<file path="src/include/gptp_pkg.sv">
// Constants and types shared by the timer pair
package gptp_pkg;
    // ==========================================================
    // Configuration values
    localparam logic [2:0] CFG_CAT32 = 3'h0;
    localparam logic [2:0] CFG_RTC = 3'h1;
    localparam logic [2:0] CFG_SPLIT16 = 3'h4;
    localparam logic [2:0] CFG_PREV_RST = 3'h7;
    // ==========================================================
    // Reset values and first load on entering clock mode
    localparam logic [15:0] CNT_RST = 16'hFFFF;
    localparam logic [15:0] ILA_RST = 16'hFFFF;
    localparam logic [7:0] PRE_RST = 8'h00;
    localparam logic [31:0] RTC_FIRST_LOAD = 32'h0000_0001;
    // ==========================================================
    // Clock-input division: input rate over tick rate
    localparam int RTC_IN_HZ = 32768;
    localparam int RTC_TICK_HZ = 1;
    localparam int RTC_DIV = RTC_IN_HZ / RTC_TICK_HZ;
    // ==========================================================
    // Event bit positions
    localparam int EV_FIRST = 0;
    localparam int EV_SECOND = 1;
    localparam int EV_MATCH = 2;
    localparam int EV_W = 3;
    // ==========================================================
    // Mode field encoding
    typedef enum logic [1:0] {
        MODE_OFF = 2'h0,
        MODE_ONESHOT = 2'h1,
        MODE_PERIODIC = 2'h2
    } gptp_mode_e;
    // ==========================================================
    // Static control bits
    typedef struct packed {
        logic [1:0] adc_en;
        logic [1:0] freeze;
        logic clk_ovr;
    } gptp_ctl_s;
endpackage

</file>
<file path="src/gptp_top.sv">
// Timer pair: 32-bit timer, real-time clock or two 16-bit timers
`timescale 1ns/1ns
`default_nettype none
module gptp_top #(
    parameter int RTC_DIV = gptp_pkg::RTC_DIV
) (
    // Clock and reset
    input wire logic i_clk,
    input wire logic i_reset,
    // Configuration and modes
    input wire logic [2:0] i_cfg,
    input wire gptp_pkg::gptp_mode_e i_first_mode,
    input wire gptp_pkg::gptp_mode_e i_second_mode,
    input wire gptp_pkg::gptp_ctl_s i_ctl,
    // Enable pulses
    input wire logic [1:0] i_en_set,
    input wire logic [1:0] i_en_clr,
    // Load writes
    input wire logic [31:0] i_wdata,
    input wire logic [1:0] i_ila_wr,
    input wire logic [1:0] i_pre_wr,
    input wire logic [31:0] i_match,
    // Events
    input wire logic [gptp_pkg::EV_W-1:0] i_mask,
    input wire logic [gptp_pkg::EV_W-1:0] i_clr,
    // Outside world
    input wire logic i_debug_halt,
    input wire logic i_rtc_pin,
    // Status
    output logic [31:0] o_count_first,
    output logic [15:0] o_count_second,
    output logic [1:0] o_run_en,
    output logic [gptp_pkg::EV_W-1:0] o_raw,
    output logic [gptp_pkg::EV_W-1:0] o_masked,
    output logic o_irq,
    output logic o_adc_trig
);
    import gptp_pkg::*;

    // ==========================================================
    // State
    logic [15:0] cnt_ff [2];
    logic [15:0] ila_ff [2];
    logic [7:0] pre_ff [2];
    logic [7:0] pcnt_ff [2];
    logic [15:0] nxt_cnt [2];
    logic [15:0] nxt_ila [2];
    logic [7:0] nxt_pre [2];
    logic [1:0] en_ff, nxt_en;
    logic [EV_W-1:0] raw_ff, nxt_raw, ev;
    logic trig_ff, nxt_trig;
    logic [2:0] cfg_prev_ff;
    logic sync1_ff, sync2_ff, sync3_ff;
    logic [15:0] div_ff, nxt_div;

    // ==========================================================
    // Mode decode
    // mode select
    wire mode32 = (i_cfg == CFG_CAT32);
    wire mode_rtc = (i_cfg == CFG_RTC);
    wire mode16 = (i_cfg == CFG_SPLIT16);
    wire rtc_enter = mode_rtc & (cfg_prev_ff != CFG_RTC);
    gptp_mode_e tmode [2];
    assign tmode[0] = i_first_mode;
    assign tmode[1] = i_second_mode;

    // ==========================================================
    // Split 16-bit timers
    logic [1:0] tick16, pz, to16, os16;
    logic [15:0] c16 [2];
    logic [7:0] p16 [2];
    genvar gi;
    for (gi = 0; gi < 2; gi++) begin : g_t
        assign tick16[gi] = mode16 & en_ff[gi]
            & ~(i_ctl.freeze[gi] & i_debug_halt);
        assign pz[gi] = (pcnt_ff[gi] == 8'h00);
        assign to16[gi] = tick16[gi] & pz[gi]
            & (cnt_ff[gi] == 16'h0000);
        assign os16[gi] = (tmode[gi] == MODE_ONESHOT);
        assign c16[gi] = to16[gi] ? ila_ff[gi]
            : (tick16[gi] & pz[gi]) ? cnt_ff[gi] - 16'h0001
            : cnt_ff[gi];
        assign p16[gi] = ~tick16[gi] ? pcnt_ff[gi]
            : pz[gi] ? pre_ff[gi] : pcnt_ff[gi] - 8'h01;
    end

    // ==========================================================
    // Cascaded 32-bit timer
    wire [31:0] w32 = {cnt_ff[1], cnt_ff[0]};
    wire [31:0] ila32 = {ila_ff[1], ila_ff[0]};
    wire tick32 = mode32 & en_ff[0]
        & ~(i_ctl.freeze[0] & i_debug_halt);
    wire to32 = tick32 & (w32 == 32'h0000_0000);
    wire os32 = (tmode[0] == MODE_ONESHOT);
    wire [31:0] c32 = to32 ? ila32
        : tick32 ? w32 - 32'h0000_0001 : w32;

    // ==========================================================
    // Real-time clock input and divider
    // edge of synchronised pin
    wire rtc_rise = sync2_ff & ~sync3_ff;
    wire rtc_run = mode_rtc & en_ff[0];
    wire sec = rtc_run & rtc_rise
        & (div_ff == 16'(RTC_DIV - 1));
    assign nxt_div = ~rtc_run ? 16'h0000
        : sec ? 16'h0000
        : rtc_rise ? div_ff + 16'h0001 : div_ff;
    wire frz_rtc = (|i_ctl.freeze) & i_debug_halt & ~i_ctl.clk_ovr;
    wire rtc_tick = sec & ~frz_rtc;
    wire rtc_hit = rtc_tick & (w32 == i_match);
    // up count, first load of one
    wire [31:0] r32 = rtc_enter ? RTC_FIRST_LOAD
        : rtc_hit ? 32'h0000_0000
        : rtc_tick ? w32 + 32'h0000_0001 : w32;
    wire [31:0] nxt32 = mode32 ? c32 : r32;

    // ==========================================================
    // Next values of counters and load registers
    always_comb begin
        for (int i = 0; i < 2; i++) begin
            nxt_cnt[i] = mode16 ? c16[i] : nxt32[16*i +: 16];
            nxt_ila[i] = ila_ff[i];
            nxt_pre[i] = i_pre_wr[i] ? i_wdata[7:0] : pre_ff[i];
            if (i_ila_wr[i] & (mode16 | (i == 1))) begin
                nxt_ila[i] = i_wdata[15:0];
                if (mode16) begin
                    nxt_cnt[i] = i_wdata[15:0];
                end
            end
        end
        if (i_ila_wr[0] & ~mode16) begin
            nxt_ila[0] = i_wdata[15:0];
            nxt_ila[1] = i_wdata[31:16];
            if (mode32) begin
                nxt_cnt[0] = i_wdata[15:0];
                nxt_cnt[1] = i_wdata[31:16];
            end
        end
    end

    // ==========================================================
    // Enables, events and flags
    // one-shot clears its enable
    assign nxt_en[0] = i_en_set[0] | (en_ff[0] & ~i_en_clr[0]
        & ~((to32 & os32) | (to16[0] & os16[0])));
    assign nxt_en[1] = i_en_set[1]
        | (en_ff[1] & ~i_en_clr[1] & ~(to16[1] & os16[1]));
    assign ev[EV_FIRST] = to32 | to16[0];
    assign ev[EV_SECOND] = to16[1];
    assign ev[EV_MATCH] = rtc_hit;
    assign nxt_raw = ev | (raw_ff & ~i_clr);
    assign nxt_trig = |(ev[EV_SECOND:EV_FIRST] & i_ctl.adc_en);

    // ==========================================================
    // Registers
    // reset to idle, counters and load registers all-ones, prescalers zero
    always_ff @(posedge i_clk or posedge i_reset) begin
        if (i_reset) begin
            for (int i = 0; i < 2; i++) begin
                cnt_ff[i] <= CNT_RST;
                ila_ff[i] <= ILA_RST;
                pre_ff[i] <= PRE_RST;
                pcnt_ff[i] <= PRE_RST;
            end
            en_ff <= 2'h0;
            raw_ff <= '0;
            trig_ff <= 1'b0;
            cfg_prev_ff <= CFG_PREV_RST;
            div_ff <= 16'h0000;
        end else begin
            for (int i = 0; i < 2; i++) begin
                cnt_ff[i] <= nxt_cnt[i];
                ila_ff[i] <= nxt_ila[i];
                pre_ff[i] <= nxt_pre[i];
                pcnt_ff[i] <= p16[i];
            end
            en_ff <= nxt_en;
            raw_ff <= nxt_raw;
            trig_ff <= nxt_trig;
            cfg_prev_ff <= i_cfg;
            div_ff <= nxt_div;
        end
    end

    // Pin synchroniser and edge stage
    always_ff @(posedge i_clk or posedge i_reset) begin
        if (i_reset) begin
            sync1_ff <= 1'b0;
            sync2_ff <= 1'b0;
            sync3_ff <= 1'b0;
        end else begin
            sync1_ff <= i_rtc_pin;
            sync2_ff <= sync1_ff;
            sync3_ff <= sync2_ff;
        end
    end

    // ==========================================================
    // Outputs
    // cascaded count view, first 16-bit timer alone in split mode
    assign o_count_first = mode16 ? {16'h0000, cnt_ff[0]} : w32;
    assign o_count_second = cnt_ff[1];
    assign o_run_en = en_ff;
    assign o_raw = raw_ff;
    assign o_masked = raw_ff & i_mask;
    assign o_irq = |o_masked;
    assign o_adc_trig = trig_ff;
endmodule
`default_nettype wire

</file>
<file path="config.mk">
export PLATFORM = sky130hd
export DESIGN_NAME = gptp_top
export DESIGN_NICKNAME = d
export VERILOG_FILES = /design/src/include/gptp_pkg.sv /design/src/gptp_top.sv
export SDC_FILE = /design/constraint.sdc
export NUM_CORES = 1
export LEC_CHECK = 0
export BUFFER_PORTS_ARGS = -buffer_cell sky130_fd_sc_hd__buf_2
export CORE_ASPECT_RATIO = 1.4
export CORE_MARGIN = 4
export CORE_UTILIZATION = 52
export DETAILED_ROUTE_END_ITERATION = 7
export PLACE_DENSITY = 0.83
export SKIP_LAST_GASP = 1
export SYNTH_ARGS = -nofsm -noshare
export SYNTH_HDL_FRONTEND = slang
export SYNTH_SLANG_ARGS = --single-unit
</file>
<file path="constraint.sdc">
create_clock -name i_clk -period 5.5 [get_ports i_clk]
set_clock_uncertainty 0.15 [all_clocks]
set_input_delay 1.1 -clock i_clk [delete_from_list [all_inputs] [get_ports i_clk]]
set_output_delay 1.1 -clock i_clk [all_outputs]
set_load 0.03 [all_outputs]
</file>
After elaboration in Yosys (flattened, before gate mapping)
Index checks and enable logic that the tools add are counted.
Storage, ports and cells
  bits in registers: 124
  bits of input ports: 94
  output and inout bits: 58
  logic and storage cells: 119
Cells by class
  $add $sub $neg: 7
  eq/ne operators: 8
  mux-type cells: 27
  bitwise logic cells: 50
  reductions and logical operators: 11
Operators with widths (count)
  $mux 32: 10
  $mux 16: 15
  $add 32x1->32 const B: 1
  $eq 32x32->1: 1
  $logic_not 16->1: 2
  $logic_not 32->1: 1
  $sub 16x1->16 const B: 2
  $sub 32x1->32 const B: 1
  $and 1x1->1: 31
  $add 16x1->16 const B: 1
  $eq 16x15->1 const B: 1
  $logic_not 8->1: 2
  $mux 8: 2
  $sub 8x1->8 const B: 2
  $not 1->1: 10
  $and 3x3->3: 2
  $eq 2x1->1 const B: 2
  $or 1x1->1: 4
  $reduce_bool 2->1: 2
  $reduce_or 2->1: 2
  $eq 3x1->1 const B: 1
  $eq 3x3->1 const B: 1
  $logic_not 3->1: 1
  $ne 3x1->1 const B: 1
  5 further kinds: 5

Depth between registers and ports, before layout
  depth after elaboration: 14
  gate-level depth with buffers: 12
  gate-level depth less buffers: 9

Least setup slack after synthesis
OpenSTA, ideal clock, no wires.
  kind: input -> output
  from: input port i_cfg[2]
  to: output port o_count_first[28]
  data arrival time: 2413 ps
  required time: 4250 ps
  slack: 1837 ps
  stages on the path: 5
  buffers on the path: 3
  cells stage by stage: buf_4 nor3b_2 clkbuf_1 buf_1 nor2b_1
Between the ends
  cells in the longest elaborated chain, start to end: 2
RTL lines
  from (decl): line gptp_top.sv:11  | input wire logic [2:0] i_cfg,
  $eq 3x3->1: line gptp_top.sv:61  | wire mode16 = (i_cfg == CFG_SPLIT16);
  $mux 32: line gptp_top.sv:201  | assign o_count_first = mode16 ? {16'h0000, cnt_ff[0]} : w32;
  to (decl): line gptp_top.sv:30  | output logic [31:0] o_count_first,
Every way passes these cells.

==> results_tabular.tex <==
\begin{tabular}{lr}
\hline
Metric & Value \\
\hline
\multicolumn{2}{l}{\textbf{Placement}} \\
\quad Post-DP HPWL & 22550 microns \\
\quad Final estimated routing congestion in global placement & 0.9928 \\
\quad Number of buffers added on ports & 151 \\
\quad Pre-CTS WS & 1.249 ns \\
\quad Area after detailed placement & 10040 sq um \\
\multicolumn{2}{l}{\textbf{Route}} \\
\quad Total number of vias & 9599 \\
\quad Detailed Routing Iterations Pass 1 & 5 \\
\quad Post-detailed-route via-to-cell ratio & 6.521 \\
\quad Total routed wirelength & 32130 microns \\
\quad Antenna viol nets, final & 0 \\
\quad Post-DR wirelength/cell & 21.83 microns \\
\quad Residual DRC & 0 \\
\quad Drt first-iter violations & 1063 \\
\multicolumn{2}{l}{\textbf{Logic synthesis}} \\
\quad Gate Count Post-Synth & 1122 \\
\quad Async set-reset flop share out of synthesis & 100.0\% \\
\quad Average footprint of a synthesized cell & 8.211 sq um \\
\quad Number of library cell types mapped by synthesis & 77 \\
\quad Count of flip-flops with a built-in enable after synthesis & 0 \\
\quad Nets in the synthesized netlist & 1223 \\
\quad Yosys reg bits & 124 \\
\quad Netlist area before placement & 9213 sq um \\
\quad Primary FF master, synth & sky130\_fd\_sc\_hd\_\_dfstp\_2 \\
\quad Portion of the post-synthesis area used by sequential elements & 34.59\% \\
\quad Ys Warns & 0 \\
\multicolumn{2}{l}{\textbf{Layout}} \\
\quad Area growth from synthesis to layout & 15.32\% \\
\quad Area used by multi-input combinational logic & 5583 sq um \\
\quad Total inserted antenna cells & 0 \\
\quad Final core area utilization & 61.05\% \\
\quad Area taken by flip-flops and latches & 3187 sq um \\
\quad Non-Filler Cell Area, Final & 10620 sq um \\
\quad NumNets Final & 1324 \\
\quad Number of inserted filler cells in the final layout & 1588 \\
\quad Layout cell share with drive strength beyond 1 & 26.70\% \\
\multicolumn{2}{l}{\textbf{STA}} \\
\quad Final min period & 3.926 ns \\
\quad Remaining max-slew budget at the tightest pin & 4.491\% \\
\quad Measured slew at the worst slew-check pin & 1.420 ns \\
\quad Final Hold Fails & 0 \\
\quad Final setup violating endpoints & 0 \\
\quad Unrepaired setup endpoints after global routing & false \\
\quad Final max-slew violation count & 0 \\
\quad Fraction of the cycle the final worst path needs & 71.38\% \\
\quad Final worst hold slack & 0.2050 ns \\
\quad Fin worst setup slack & 1.574 ns \\
\quad Total Neg Setup Slack & 0 ns \\
\quad F\_max & 254.7 MHz \\
\multicolumn{2}{l}{\textbf{Floorplan}} \\
\quad Width of the die & 120.5 microns \\
\quad Vert. Die Dim & 165.5 microns \\
\quad Total Die Area & 19940 sq um \\
\quad Area of the core & 17400 sq um \\
\quad Starting density of the core & 52.94\% \\
\quad IO Count & 152 \\
\quad Number of standard-cell rows in the floorplan & 57 \\
\multicolumn{2}{l}{\textbf{Clock tree}} \\
\quad CTS sink cnt & 124 \\
\quad Max Buffers Root-to-Sink & 2 \\
\quad Count of buffers added by post-CTS timing repair for setup & 0 \\
\quad Number of buffers added by the clock tree synthesis step & 17 \\
\quad Number of H-tree levels & 4 \\
\quad Post-cts gate resize count & 0 \\
\quad Latest clock arrival within the worst-skew pair & 0.44 ns \\
\quad Number of buffers inserted by hold repair at cts & 0 \\
\quad CTS root buf & sky130\_fd\_sc\_hd\_\_clkbuf\_16 \\
\quad Clock tree from TritonCTS & built \\
\quad Clock slew at reported path FFs & 0.06 ns \\
\multicolumn{2}{l}{\textbf{Pwr}} \\
\quad Part of the power in combinational logic & 27.6\% \\
\quad Switching power total & 1.312 mW \\
\quad Areal power density over the cells & 327.4 nW/um\^{}2 \\
\quad Sequential group share of total power & 40.0\% \\
\quad Internal power summed over all cells & 2.166 mW \\
\quad Leakage power of the design & 4.213 nW \\
\quad Sw Ratio & 37.73\% \\
\quad Fraction of power consumed by the clock network & 32.4\% \\
\quad Worst ir drop on vdd & 0.2128 mV \\
\multicolumn{2}{l}{\textbf{Global route}} \\
\quad Initial antenna violation count & 1 \\
\quad Maximum number of pins on one net before global-route repair & 56 \\
\quad GRT Overall Usage & 32.31\% \\
\quad Wire length of the first global-routing pass & 49920 microns \\
\quad Via count of the first global-routing pass & 9305 \\
\quad Remaining Overflow, GRT & 0 \\
\multicolumn{2}{l}{\textbf{Min path}} \\
\quad Worst-case hold path end point & sync2\_ff \\
\quad WHS Path Cells & 0 \\
\quad Worst hold path startpoint & sync1\_ff \\
\quad Kind of path behind the tightest hold check & reg -> reg \\
\multicolumn{2}{l}{\textbf{Critical path}} \\
\quad R2R cell count & 8 \\
\quad R2R Path Start & cnt\_ff[16] \\
\quad Setup CP Type & in -> reg \\
\quad Crit Reg-Reg Endpoint & o\_run\_en[0] \\
\quad Critical path capture point type & flip-flop \\
\quad Worst EP required & 5.72 ns \\
\quad CP Data Arrival Time & 4.14 ns \\
\quad CP startpoint kind & input port \\
\quad Setup slack on the worst flop-to-flop path & 1.83 ns \\
\quad Max Fanout on Critical Path & 27 \\
\multicolumn{2}{l}{\textbf{Outcome}} \\
\quad Status & finished clean \\
\multicolumn{2}{l}{\textbf{Flow run}} \\
\quad Maxcap violations & 0 \\
\hline
\end{tabular}
==> through the flow <==
step | total power, mW | std cells
CTS | 3.456 | 1472
global route | 3.645 | 1472
global placement | 2.308 | 1440
finish | 3.478 | 1472
detailed placement | 2.332 | 1440
floorplan | 2.022 | 1122
==> critical path, cell delays in order <==
cell	delay (ns)
sky130_fd_sc_hd__buf_2	0.25
sky130_fd_sc_hd__nor3_1	0.24
sky130_fd_sc_hd__buf_4	0.24
sky130_fd_sc_hd__nand4_1	0.54
sky130_fd_sc_hd__or3_1	0.77
sky130_fd_sc_hd__buf_4	0.34
sky130_fd_sc_hd__o21ai_0	0.18
sky130_fd_sc_hd__a21oi_1	0.06
sky130_fd_sc_hd__a211o_1	0.21
sky130_fd_sc_hd__and4b_1	0.18
==> cells in the final DEF, fill, tap and decap left out, types with 7 or more instances in the layout <==
cell | synthesis | final
sky130_fd_sc_hd__o211ai_1 | 15 | 15
sky130_fd_sc_hd__o22ai_1 | 22 | 22
sky130_fd_sc_hd__nand2_1 | 112 | 112
sky130_fd_sc_hd__xor2_1 | 48 | 48
sky130_fd_sc_hd__nor2b_1 | 17 | 17
sky130_fd_sc_hd__nand4_1 | 16 | 16
sky130_fd_sc_hd__a21boi_0 | 9 | 9
sky130_fd_sc_hd__o41ai_1 | 7 | 7
sky130_fd_sc_hd__inv_1 | 34 | 33
sky130_fd_sc_hd__o21ai_0 | 88 | 88
sky130_fd_sc_hd__buf_2 | 11 | 151
sky130_fd_sc_hd__o31ai_1 | 10 | 10
sky130_fd_sc_hd__buf_4 | 3 | 12
sky130_fd_sc_hd__or2_2 | 9 | 9
sky130_fd_sc_hd__mux2_2 | 32 | 32
sky130_fd_sc_hd__dfstp_2 | 67 | 67
sky130_fd_sc_hd__nand3_1 | 46 | 46
sky130_fd_sc_hd__ha_1 | 7 | 7
sky130_fd_sc_hd__a31oi_1 | 9 | 9
sky130_fd_sc_hd__a22oi_1 | 8 | 8
sky130_fd_sc_hd__nor3_1 | 48 | 47
sky130_fd_sc_hd__mux2i_1 | 14 | 14
sky130_fd_sc_hd__dfrtp_1 | 57 | 57
sky130_fd_sc_hd__or4_1 | 8 | 8
sky130_fd_sc_hd__a21oi_1 | 57 | 57
sky130_fd_sc_hd__nor2_1 | 96 | 95
sky130_fd_sc_hd__nor4_1 | 23 | 23
sky130_fd_sc_hd__or3_1 | 22 | 22
sky130_fd_sc_hd__xnor2_1 | 44 | 44
sky130_fd_sc_hd__a211oi_1 | 11 | 11
sky130_fd_sc_hd__clkbuf_16 | 0 | 17
==> synth_stat cells, drive strengths merged, types with 4 or more instances <==
master / instances / share of area [%]
nand2: 112 / 4.6
nor2: 97 / 4.0
o21ai: 93 / 5.1
dfstp: 67 / 19
clkbuf: 58 / 2.4
a21oi: 57 / 3.1
dfrtp: 57 / 15
nor3: 50 / 2.8
nand3: 48 / 2.7
xor2: 48 / 4.6
xnor2: 44 / 4.2
inv: 34 / 1.4
mux2: 32 / 3.9
nor4: 29 / 2.7
buf: 23 / 1.2
or3: 23 / 1.6
o22ai: 22 / 1.5
nand4: 17 / 1.2
nor2b: 17 / 1.2
o211ai: 15 / 1.2
mux2i: 14 / 1.5
a211oi: 11 / 0.90
a21boi: 10 / 0.86
o31ai: 10 / 0.81
or2: 10 / 0.68
a31oi: 9 / 0.61
or4: 9 / 0.77
a22oi: 8 / 0.65
ha: 7 / 0.95
nor3b: 7 / 0.75
o41ai: 7 / 0.67
nand2b: 6 / 0.41
o21bai: 6 / 0.49
o311ai: 6 / 0.57
a211o: 5 / 0.48
a31o: 4 / 0.38
and2: 4 / 0.27
and3: 4 / 0.27
o2111ai: 4 / 0.45
o221ai: 4 / 0.38
==> layout make-up <==
class                   count  share of cell area, %
multi-input cells         883                  52.55
clock inverters            13                  1.319
repair buffers            163                  7.961
inverters                  34                  1.225
clock buffers              19                  4.169
well taps                 236                  2.779
flip-flops and latches    124                  30.00
==> flip-flops by register name, indices dropped and copies added, names as in the netlist <==
register	cells
pcnt_ff	16
div_ff	16
cfg_prev_ff	3
sync1_ff	1
o_adc_trig	1
pre_ff	16
sync2_ff	1
o_count_second	16
ila32	32
o_raw	3
o_run_en	2
cnt_ff	16
sync3_ff	1
==> power groups by stage <==
stage | sequential, mW | combinational (mW) | clock [mW]
after floorplan | 1.30 | 0.719 | 0
after global placement | 1.38 | 0.927 | 0
after detailed placement | 1.39 | 0.945 | 0
after CTS | 1.38 | 0.952 | 1.13
after global routing | 1.41 | 1.05 | 1.18
final | 1.39 | 0.959 | 1.13
==> logic make-up (layout without fill, tap and decap cells) <==
kind of cell	Yosys count	in the layout	share of synthesized area, %
AND/OR/NAND/NOR	446	446	25.19
AO/OA/AOI/OAI	292	292	20.13
flip-flops	124	124	34.59
buffers and inverters	115	229	4.957
XOR/XNOR	92	92	8.746
multiplexers	46	46	5.433
adder cells (fa/ha/maj)	7	7	0.9507
==> per-layer routing <==
layer | up-vias | routed length (microns) | global-route usage (%) | part of all wire (%)
met2 | 648 | 14620 | 51.41 | 45
met5 | - | 7 | 0 | 0.022
li1 | 4273 | - | - | -
met4 | 2 | 2582 | 24.59 | 8.0
met3 | 188 | 3274 | 8.007 | 10
met1 | 4488 | 11650 | 37.44 | 36
==> how the worst max path moves through the flow <==
stage                     startpoint           endpoint  depth (start not counted)
after global placement      i_cfg[2]  o_count_second[5]                         10
after detailed placement    i_cfg[2]  o_count_second[5]                         10
after global routing        i_cfg[2]  o_count_second[5]                         10
final                       i_cfg[2]  o_count_second[5]                         10
after CTS                   i_cfg[2]  o_count_second[5]                         10
after floorplan              i_reset          div_ff[0]                          1
Power figures use the tool's default switching activity.
